[src/common/oag_defs.svh]
// constants for the operand address generation block
// Contract
// - program, data, register spaces kept separate
// - never write program memory
// - fetch on/off chip chosen by address
// - working registers in four banks, low 32 bytes
// - register-only instruction takes one cycle
// - direct address above 7Fh is special register
// - low bit addresses map onto bytes 20h-2Fh
// - special register bits only at x0/x8
// - indirect through pointer zero or one
// - stack accesses address RAM through stack pointer
// - pointer byte low, port latch high
// - selected data pointer gives full address
// - table read at accumulator plus base
// - relative branch only when condition holds
// - displacement added to next instruction address
// - page target joins top five bits, field
// - immediate operand taken from instruction bytes
`ifndef OAG_DEFS_SVH
`define OAG_DEFS_SVH
`define OAG_PSW_ADDR      8'hD0
`define OAG_SP_ADDR       8'h81
`define OAG_PSW_RESET     8'h00
`define OAG_SP_RESET      8'h07
`define OAG_PSW_RS_LSB    3
`define OAG_DIRECT_TOP    8'h7F
`define OAG_BIT_RAM_BASE  8'h20
`define OAG_ONCHIP_TOP    16'h3FFF
`define OAG_PAGE_BITS     11
`endif

[src/common/oag_pkg.sv]
// types for the operand address generation block
package oag_pkg;
   typedef enum logic [3:0] {
      OAG_MODE_REG      = 4'h0,
      OAG_MODE_DIRECT   = 4'h1,
      OAG_MODE_BIT      = 4'h2,
      OAG_MODE_INDIRECT = 4'h3,
      OAG_MODE_STACK    = 4'h4,
      OAG_MODE_XDATA_RI = 4'h5,
      OAG_MODE_XDATA_DP = 4'h6,
      OAG_MODE_IMM      = 4'h7,
      OAG_MODE_TABLE    = 4'h8,
      OAG_MODE_REL      = 4'h9,
      OAG_MODE_PAGE     = 4'hA,
      OAG_MODE_NONE     = 4'hF
   } oag_mode_t;
   typedef enum logic [1:0] {
      OAG_SPACE_REG  = 2'h0,
      OAG_SPACE_CODE = 2'h1,
      OAG_SPACE_DATA = 2'h2,
      OAG_SPACE_NONE = 2'h3
   } oag_space_t;
endpackage

[src/logic/oag_bit_map.sv]
// maps a bit address to its byte address and bit position
`timescale 1ns/1ps
`include "oag_defs.svh"
module oag_bit_map
   import oag_pkg::*;
(
   input  wire logic [7:0] bit_addr_i,
   output logic      [7:0] byte_addr_o,
   output logic      [2:0] bit_pos_o
);
   // low half lands in RAM 20h-2Fh, high half on x0/x8 special registers
   always_comb begin
      bit_pos_o = bit_addr_i[2:0];
      if (bit_addr_i[7] == 1'b0) begin
         byte_addr_o = `OAG_BIT_RAM_BASE + {4'h0, bit_addr_i[6:3]};
      end else begin
         byte_addr_o = {bit_addr_i[7:3], 3'h0};
      end
   end
endmodule

[src/logic/oag_top.sv]
// operand and branch target address generation for the core
`timescale 1ns/1ps
`include "oag_defs.svh"
module oag_top
   import oag_pkg::*;
(
   input  wire logic        clk_i,
   input  wire logic        rst_n_i,
   input  wire logic        req_i,
   input  wire oag_mode_t   mode_i,
   input  wire logic [7:0]  operand_i,
   input  wire logic [10:0] page_field_i,
   input  wire logic [2:0]  reg_num_i,
   input  wire logic        ptr_sel_i,
   input  wire logic        stack_pop_i,
   input  wire logic        table_base_dp_i,
   input  wire logic        cond_i,
   input  wire logic        write_i,
   input  wire logic [15:0] next_pc_i,
   input  wire logic [7:0]  accumulator_i,
   input  wire logic [7:0]  indirect_pointer_zero_i,
   input  wire logic [7:0]  indirect_pointer_one_i,
   input  wire logic [7:0]  high_address_port_latch_i,
   input  wire logic [15:0] data_pointer_zero_i,
   input  wire logic [15:0] data_pointer_one_i,
   input  wire logic        dptr_sel_i,
   input  wire logic [15:0] fetch_addr_i,
   input  wire logic        sfr_wr_i,
   input  wire logic [7:0]  sfr_addr_i,
   input  wire logic [7:0]  sfr_wdata_i,
   output logic             valid_o,
   output oag_space_t       space_o,
   output logic             sfr_sel_o,
   output logic [15:0]      addr_o,
   output logic [2:0]       bit_pos_o,
   output logic             bit_op_o,
   output logic             wr_o,
   output logic [7:0]       imm_o,
   output logic             imm_valid_o,
   output logic             branch_o,
   output logic [15:0]      target_o,
   output logic             single_cycle_o,
   output logic             fetch_onchip_o,
   output logic [7:0]       processor_status_word_o,
   output logic [7:0]       stack_pointer_o
);
   logic       rst_sync_a;
   logic       rst_sync_b;
   logic [7:0] processor_status_word;
   logic [7:0] stack_pointer;
   logic [7:0] bit_byte;
   logic [2:0] bit_pos;
   logic [7:0] reg_addr;
   logic [7:0] ind_ptr;
   logic [7:0] stack_addr;
   logic [15:0] dptr;
   logic [15:0] rel_target;
   logic [15:0] page_target;
   oag_space_t  next_space;
   logic [15:0] next_addr;
   logic        next_sfr;
   logic        next_branch;
   logic [15:0] next_target;

   // reset release through two flops, assertion stays asynchronous
   always_ff @(posedge clk_i or negedge rst_n_i) begin
      if (!rst_n_i) begin
         rst_sync_a <= 1'b0;
         rst_sync_b <= 1'b0;
      end else begin
         rst_sync_a <= 1'b1;
         rst_sync_b <= rst_sync_a;
      end
   end

   // status word write from the special register path
   always_ff @(posedge clk_i or negedge rst_sync_b) begin
      if (!rst_sync_b) begin
         processor_status_word <= `OAG_PSW_RESET;
      end else if (sfr_wr_i && sfr_addr_i == `OAG_PSW_ADDR) begin
         processor_status_word <= sfr_wdata_i;
      end
   end

   // stack pointer: pre-increment on push, post-decrement on pop
   always_ff @(posedge clk_i or negedge rst_sync_b) begin
      if (!rst_sync_b) begin
         stack_pointer <= `OAG_SP_RESET;
      end else if (sfr_wr_i && sfr_addr_i == `OAG_SP_ADDR) begin
         stack_pointer <= sfr_wdata_i;
      end else if (req_i && mode_i == OAG_MODE_STACK) begin
         stack_pointer <= stack_pop_i ? stack_pointer - 8'h01 : stack_pointer + 8'h01;
      end
   end

   oag_bit_map oag_bit_map_inst (
      .bit_addr_i  (operand_i),
      .byte_addr_o (bit_byte),
      .bit_pos_o   (bit_pos)
   );

   // address pieces per mode
   assign reg_addr = {3'h0, processor_status_word[`OAG_PSW_RS_LSB +: 2], reg_num_i};
   assign ind_ptr = ptr_sel_i ? indirect_pointer_one_i : indirect_pointer_zero_i;
   // push writes at pointer plus one, pop reads at pointer
   assign stack_addr = stack_pop_i ? stack_pointer : stack_pointer + 8'h01;
   assign dptr = dptr_sel_i ? data_pointer_one_i : data_pointer_zero_i;
   // next_pc_i already points past the branch, so no extra offset here
   assign rel_target = next_pc_i + {{8{operand_i[7]}}, operand_i};
   assign page_target = {next_pc_i[15:`OAG_PAGE_BITS], page_field_i};

   // mode decode into space, address and branch target
   always_comb begin
      next_space  = OAG_SPACE_NONE;
      next_addr   = 16'h0000;
      next_sfr    = 1'b0;
      next_branch = 1'b0;
      next_target = next_pc_i;
      case (mode_i)
         OAG_MODE_REG: begin
            next_space = OAG_SPACE_REG;
            next_addr  = {8'h00, reg_addr};
         end
         OAG_MODE_DIRECT: begin
            next_space = OAG_SPACE_REG;
            next_addr  = {8'h00, operand_i};
            next_sfr   = operand_i > `OAG_DIRECT_TOP;
         end
         OAG_MODE_BIT: begin
            next_space = OAG_SPACE_REG;
            next_addr  = {8'h00, bit_byte};
            next_sfr   = operand_i[7];
         end
         OAG_MODE_INDIRECT: begin
            next_space = OAG_SPACE_REG;
            next_addr  = {8'h00, ind_ptr};
         end
         OAG_MODE_STACK: begin
            next_space = OAG_SPACE_REG;
            next_addr  = {8'h00, stack_addr};
         end
         OAG_MODE_XDATA_RI: begin
            next_space = OAG_SPACE_DATA;
            next_addr  = {high_address_port_latch_i, ind_ptr};
         end
         OAG_MODE_XDATA_DP: begin
            next_space = OAG_SPACE_DATA;
            next_addr  = dptr;
         end
         OAG_MODE_TABLE: begin
            next_space = OAG_SPACE_CODE;
            next_addr  = (table_base_dp_i ? dptr : next_pc_i) + {8'h00, accumulator_i};
         end
         OAG_MODE_REL: begin
            next_branch = cond_i;
            next_target = cond_i ? rel_target : next_pc_i;
         end
         OAG_MODE_PAGE: begin
            next_branch = 1'b1;
            next_target = page_target;
         end
         default: begin
            next_space = OAG_SPACE_NONE;
         end
      endcase
   end

   // registered outputs
   always_ff @(posedge clk_i or negedge rst_sync_b) begin
      if (!rst_sync_b) begin
         valid_o        <= 1'b0;
         space_o        <= OAG_SPACE_NONE;
         sfr_sel_o      <= 1'b0;
         addr_o         <= 16'h0000;
         bit_pos_o      <= 3'h0;
         bit_op_o       <= 1'b0;
         wr_o           <= 1'b0;
         imm_o          <= 8'h00;
         imm_valid_o    <= 1'b0;
         branch_o       <= 1'b0;
         target_o       <= 16'h0000;
         single_cycle_o <= 1'b0;
      end else begin
         valid_o        <= req_i;
         space_o        <= req_i ? next_space : OAG_SPACE_NONE;
         sfr_sel_o      <= req_i & next_sfr;
         addr_o         <= next_addr;
         bit_pos_o      <= bit_pos;
         bit_op_o       <= req_i && mode_i == OAG_MODE_BIT;
         // code space is never written
         wr_o           <= req_i & write_i & (next_space != OAG_SPACE_CODE);
         imm_o          <= operand_i;
         imm_valid_o    <= req_i && mode_i == OAG_MODE_IMM;
         branch_o       <= req_i & next_branch;
         target_o       <= next_target;
         single_cycle_o <= req_i && mode_i == OAG_MODE_REG;
      end
   end

   // fetch steering purely by address; on-chip size is fixed here
   always_ff @(posedge clk_i or negedge rst_sync_b) begin
      if (!rst_sync_b) begin
         fetch_onchip_o <= 1'b1;
      end else begin
         fetch_onchip_o <= fetch_addr_i <= `OAG_ONCHIP_TOP;
      end
   end

   // mirror of the two special registers this block owns
   always_ff @(posedge clk_i or negedge rst_sync_b) begin
      if (!rst_sync_b) begin
         processor_status_word_o <= `OAG_PSW_RESET;
         stack_pointer_o         <= `OAG_SP_RESET;
      end else begin
         processor_status_word_o <= processor_status_word;
         stack_pointer_o         <= stack_pointer;
      end
   end

   property p_no_code_write;
      @(posedge clk_i) disable iff (!rst_sync_b)
      space_o == OAG_SPACE_CODE |-> !wr_o;
   endproperty
   a_no_code_write: assert property (p_no_code_write) else $error("code write");

   property p_reg_bank;
      @(posedge clk_i) disable iff (!rst_sync_b)
      req_i && mode_i == OAG_MODE_REG |=> addr_o[7:0] ==
         {3'h0, $past(processor_status_word[4:3]), $past(reg_num_i)};
   endproperty
   a_reg_bank: assert property (p_reg_bank) else $error("bank address");

   property p_single;
      @(posedge clk_i) disable iff (!rst_sync_b)
      req_i && mode_i == OAG_MODE_REG |=> single_cycle_o && valid_o;
   endproperty
   a_single: assert property (p_single) else $error("single cycle");

   property p_direct_sfr;
      @(posedge clk_i) disable iff (!rst_sync_b)
      req_i && mode_i == OAG_MODE_DIRECT |=> sfr_sel_o == addr_o[7];
   endproperty
   a_direct_sfr: assert property (p_direct_sfr) else $error("direct split");

   property p_bit_ram;
      @(posedge clk_i) disable iff (!rst_sync_b)
      req_i && mode_i == OAG_MODE_BIT && !operand_i[7] |=>
         addr_o[7:4] == 4'h2 && !sfr_sel_o;
   endproperty
   a_bit_ram: assert property (p_bit_ram) else $error("bit ram");

   property p_bit_sfr;
      @(posedge clk_i) disable iff (!rst_sync_b)
      bit_op_o && sfr_sel_o |-> addr_o[2:0] == 3'h0;
   endproperty
   a_bit_sfr: assert property (p_bit_sfr) else $error("bit sfr");

   property p_xdata_ri;
      @(posedge clk_i) disable iff (!rst_sync_b)
      req_i && mode_i == OAG_MODE_XDATA_RI |=>
         addr_o[15:8] == $past(high_address_port_latch_i) && space_o == OAG_SPACE_DATA;
   endproperty
   a_xdata_ri: assert property (p_xdata_ri) else $error("xdata page");

   property p_rel;
      @(posedge clk_i) disable iff (!rst_sync_b)
      req_i && mode_i == OAG_MODE_REL && !cond_i |=> !branch_o && target_o == $past(next_pc_i);
   endproperty
   a_rel: assert property (p_rel) else $error("relative");

   property p_page;
      @(posedge clk_i) disable iff (!rst_sync_b)
      req_i && mode_i == OAG_MODE_PAGE |=> target_o[15:11] == $past(next_pc_i[15:11]);
   endproperty
   a_page: assert property (p_page) else $error("page block");

   property p_table;
      @(posedge clk_i) disable iff (!rst_sync_b)
      req_i && mode_i == OAG_MODE_TABLE |=> space_o == OAG_SPACE_CODE && addr_o ==
         ($past(table_base_dp_i) ? $past(dptr) : $past(next_pc_i)) +
         {8'h00, $past(accumulator_i)};
   endproperty
   a_table: assert property (p_table) else $error("table read");

   c_branch: cover property (@(posedge clk_i) disable iff (!rst_sync_b) branch_o);
   c_table: cover property (@(posedge clk_i) disable iff (!rst_sync_b)
      space_o == OAG_SPACE_CODE);
   c_xdata: cover property (@(posedge clk_i) disable iff (!rst_sync_b)
      space_o == OAG_SPACE_DATA && wr_o);
   c_bit_sfr: cover property (@(posedge clk_i) disable iff (!rst_sync_b)
      bit_op_o && sfr_sel_o);
endmodule

[config.mk]
export PLATFORM = sky130hd
export DESIGN_NAME = oag_top
export DESIGN_NICKNAME = d
export VERILOG_FILES = /design/src/common/oag_pkg.sv /design/src/logic/oag_bit_map.sv /design/src/logic/oag_top.sv
export VERILOG_INCLUDE_DIRS = /design/src /design/src/common
export SDC_FILE = /design/constraint.sdc
export NUM_CORES = 1
export LEC_CHECK = 0
export ABC_CLOCK_PERIOD_IN_PS = 3600
export BUFFER_PORTS_ARGS = -buffer_cell sky130_fd_sc_hd__buf_2
export CAP_MARGIN = 20
export CORE_ASPECT_RATIO = 0.8
export CORE_MARGIN = 1
export CORE_UTILIZATION = 33
export DETAILED_ROUTE_END_ITERATION = 7
export HOLD_SLACK_MARGIN = 0.12
export PLACE_DENSITY_LB_ADDON = 0.3
export SLEW_MARGIN = 20
export SYNTH_ARGS = -nofsm -noshare
export SYNTH_HDL_FRONTEND = slang
export SYNTH_SLANG_ARGS = --single-unit
[constraint.sdc]
create_clock -name clk_i -period 3.6 [get_ports clk_i]
set_clock_uncertainty 0.15 [all_clocks]
set_input_delay 0.72 -clock clk_i [delete_from_list [all_inputs] [get_ports clk_i]]
set_output_delay 0.72 -clock clk_i [all_outputs]
set_load 0.02 [all_outputs]
==> flow_metrics.py <==
metrics = {
    "pwr": {
        "ir_drop_mv": 0.235,
        "power.leakage_nw": 3.34,
        "p_per_area_nw_per_um2": 433,
    },
    "placed_design": {
        "gp_congestion": 0.888,
        "place.port_buffers": 202,
        "place_inst": 913,
        "hpwl_um": 13200,
    },
    "synth": {
        "synthAdderAreaFrac_pct": 7.32,
        "synth_top_family_by_area": "compound AO/OA/AOI/OAI gates",
        "yosys.area_share.xor_xnor_pct": 6.11,
        "yosys.area_share.simple_pct": 14.2,
        "avgSynthCellArea_um2": 9.95,
        "synth_area_um2": 5160,
        "synth_seq_cells": 84,
        "synth_area_leaders": "dfrtp_1 (36%), ha_1 (6.5%), mux2i_1 (4.7%)",
        "ys_seq_area_share_pct": 40.9,
        "synth_nets": 696,
        "synth_top_area_share_pct": 36.4,
        "synthArstFlopShare_pct": 100,
        "yosys-mux-area-fraction_pct": 8.29,
        "synth_cell_types": 69,
        "synth_top_area_cell": "dfrtp_1",
        "synth_flop_cell": "dfrtp_1",
        "yosys_warnings": 0,
        "syn_inst": 519,
        "synth_edf_count": 0,
        "synth_compound_gate_area_share_pct": 19.6,
    },
    "layout": {
        "layout_commonest_cell": "buf_2",
        "layout-drive-gt1-share_pct": 37.2,
        "final_cell_mix": "buf_2 (202), dfrtp_1 (74), nor2_1 (46)",
        "multi_input_area_um2": 2870,
        "fill_cells": 1506,
        "register_area_um2": 2120,
        "nets": 893,
        "syn2layout_area_growth_pct": 29.5,
        "finalNonFillerCells": 933,
    },
    "grt": {
        "grt_max_degree": 83,
        "grt_pass1_wl_um": 25200,
        "grt_use_total_pct": 20.7,
        "grt_pass1_vias": 4704,
        "antenna_found_initial": 3,
        "grt-ovfl-total": 0,
    },
    "detailed_routing": {
        "vias": 4826,
        "vias_per_cell": 5.17,
        "ant_nets": 0,
        "dr.first_iter.drc_count": 267,
        "wl_um": 16500,
        "firstDrtPassIters": 5,
        "wl_per_cell_um": 17.7,
        "drc": 0,
    },
    "min_path": {
        "hold_class": "reg -> async",
    },
    "critical_path": {
        "worstPathArrival_ns": 3.35,
        "critPathLaunchType": "primary input",
        "crit_required_ns": 3.72,
        "endpoint_kind": "register",
        "cp_max_fo": 6,
        "r2r-end": "addr_o[5]",
        "worstSetupPathType": "in -> reg",
        "reg2reg_slack_ns": 1.31,
        "reg2reg_from": "stack_pointer[0]",
        "ff2ff_path_depth": 6,
    },
    "sta": {
        "maxSlewViolCount": 0,
        "finalSetupTns_ns": 0,
        "setup_viol": 0,
        "rsz0062_at_grt": "no",
        "hold_viol": 0,
        "relSlewSlack_pct": 45.8,
        "hold_slack_ns": 0.178,
        "post-route-period-util_pct": 89.5,
        "worst_pin_slew_ns": 0.810,
        "max_freq_ghz": 0.310,
        "min_period_ns": 3.22,
    },
    "clock_network": {
        "ctsResizeCount": 0,
        "cts-htree-levels": 3,
        "path_clk_slew_ns": 0.07,
        "max-clock-path-buffers": 2,
        "cts-root-buf": "clkbuf_16",
        "clock_latency_ns": 0.35,
        "cts_tree": "built",
        "cts_buffers": 9,
        "clock_sinks": 84,
    },
    "floorplan": {
        "die_h_um": 114,
        "ios": 217,
        "rows": 40,
        "core_um2": 15200,
        "dieArea_um2": 16200,
        "start_util_pct": 34.0,
        "dieWidth_um": 142,
    },
    "run": {
        "drv_cap": 0,
    },
    "status": {
        "status": "finished clean",
    },
}
area by class of cell:
type	instances	area share, %
clock buffers	9	3.37
multi-input cells	399	42.9
clock inverters	7	1.14
well taps	210	3.93
repair buffers	210	16.2
inverters	12	0.674
flip-flops and latches	84	31.7
diodes	2	0.0749
power breakdown:
group          internal [mW]  leakage, nW  switching (mW)
registers               1.06         1.06          0.0883
clock network          0.495        0.149           0.449
logic                  0.329         2.13           0.466
total                   1.89         3.34            1.00
layer usage:
layer | global-route usage [%] | wire length, um | up-vias
met4 | 8.67 | 392 | 0
li1 | - | - | 2280
met2 | 32.4 | 7680 | 180
met3 | 6.09 | 1410 | 29
met5 | 0 | 0 | -
met1 | 26.7 | 7030 | 2337
Yosys cell counts, types with 6 or more instances:
cell type / number
a22oi_1: 9
o221ai_1: 6
a221oi_1: 6
nand2b_1: 7
a211oi_1: 6
buf_2: 6
and3_1: 6
mux2_2: 10
ha_1: 27
inv_1: 11
dfstp_2: 9
dfrtp_1: 75
nand2_1: 40
nor2_1: 46
clkbuf_1: 8
nor2b_1: 7
nand3_1: 8
mux2i_1: 24
o21ai_1: 7
a21oi_1: 34
a21o_1: 10
nor3_1: 10
o21ai_0: 26
xor2_1: 24
xnor2_1: 12
critical path: stages:
cell and delay [ns]:
buf_2 0.21, mux2i_1 0.13, a21oi_1 0.16, ha_1 0.23, inv_1 0.07, fa_1 0.41, nor2b_1 0.20, o31a_1 0.17
o21ai_1 0.11, a211oi_1 0.43, nand4_1 0.18, xor2_1 0.17, o21ai_1 0.15
sequential cells by signal (all words and copies together) (netlist names), 2 cells and up:
register,count
addr_o,16
imm_o,8
processor_status_word,8
processor_status_word_o,8
space_o,2
stack_pointer,8
stack_pointer_o,8
target_o,16
worst max path at each step:
stage          slack [ns]  depth (start not counted)             from    endpoint
6_report             0.38                         13       dptr_sel_i  addr_o[12]
5_1_grt              0.16                         13       dptr_sel_i  addr_o[14]
4_1_cts              0.43                         13       dptr_sel_i  addr_o[14]
3_5_place_dp         0.06                         13       dptr_sel_i  addr_o[14]
3_3_place_gp         0.13                         13       dptr_sel_i  addr_o[10]
2_1_floorplan        0.16                         15  table_base_dp_i  addr_o[14]
per-stage QoR:
step	setup WS (ns)	area (um^2)	power (mW)	utilization (%)
floorplan	0.160	5160	1.67	-
global placement	0.134	6350	1.93	41.9
detailed placement	0.0635	6350	1.96	41.9
CTS	0.433	6660	2.91	43.9
global route	0.163	6680	3.05	44.1
finish	0.378	6690	2.89	44.1
kinds of logic (layout without fill, tap and decap cells):
family / Yosys count / count (layout)
adder cells (fa/ha/maj): 29 / 29
flip-flops: 84 / 84
buffers and inverters: 36 / 238
AND/OR/NAND/NOR: 147 / 147
other: 1 / 3
AO/OA/AOI/OAI: 147 / 147
multiplexers: 39 / 39
XOR/XNOR: 36 / 36
what timing repair did:
item | in CTS | in global routing
hold buffers | 1 | 0
hold endpoints to repair | 2 | 0
setup buffers | 0 | 0
No activity file was read; power rests on OpenSTA's default activity.
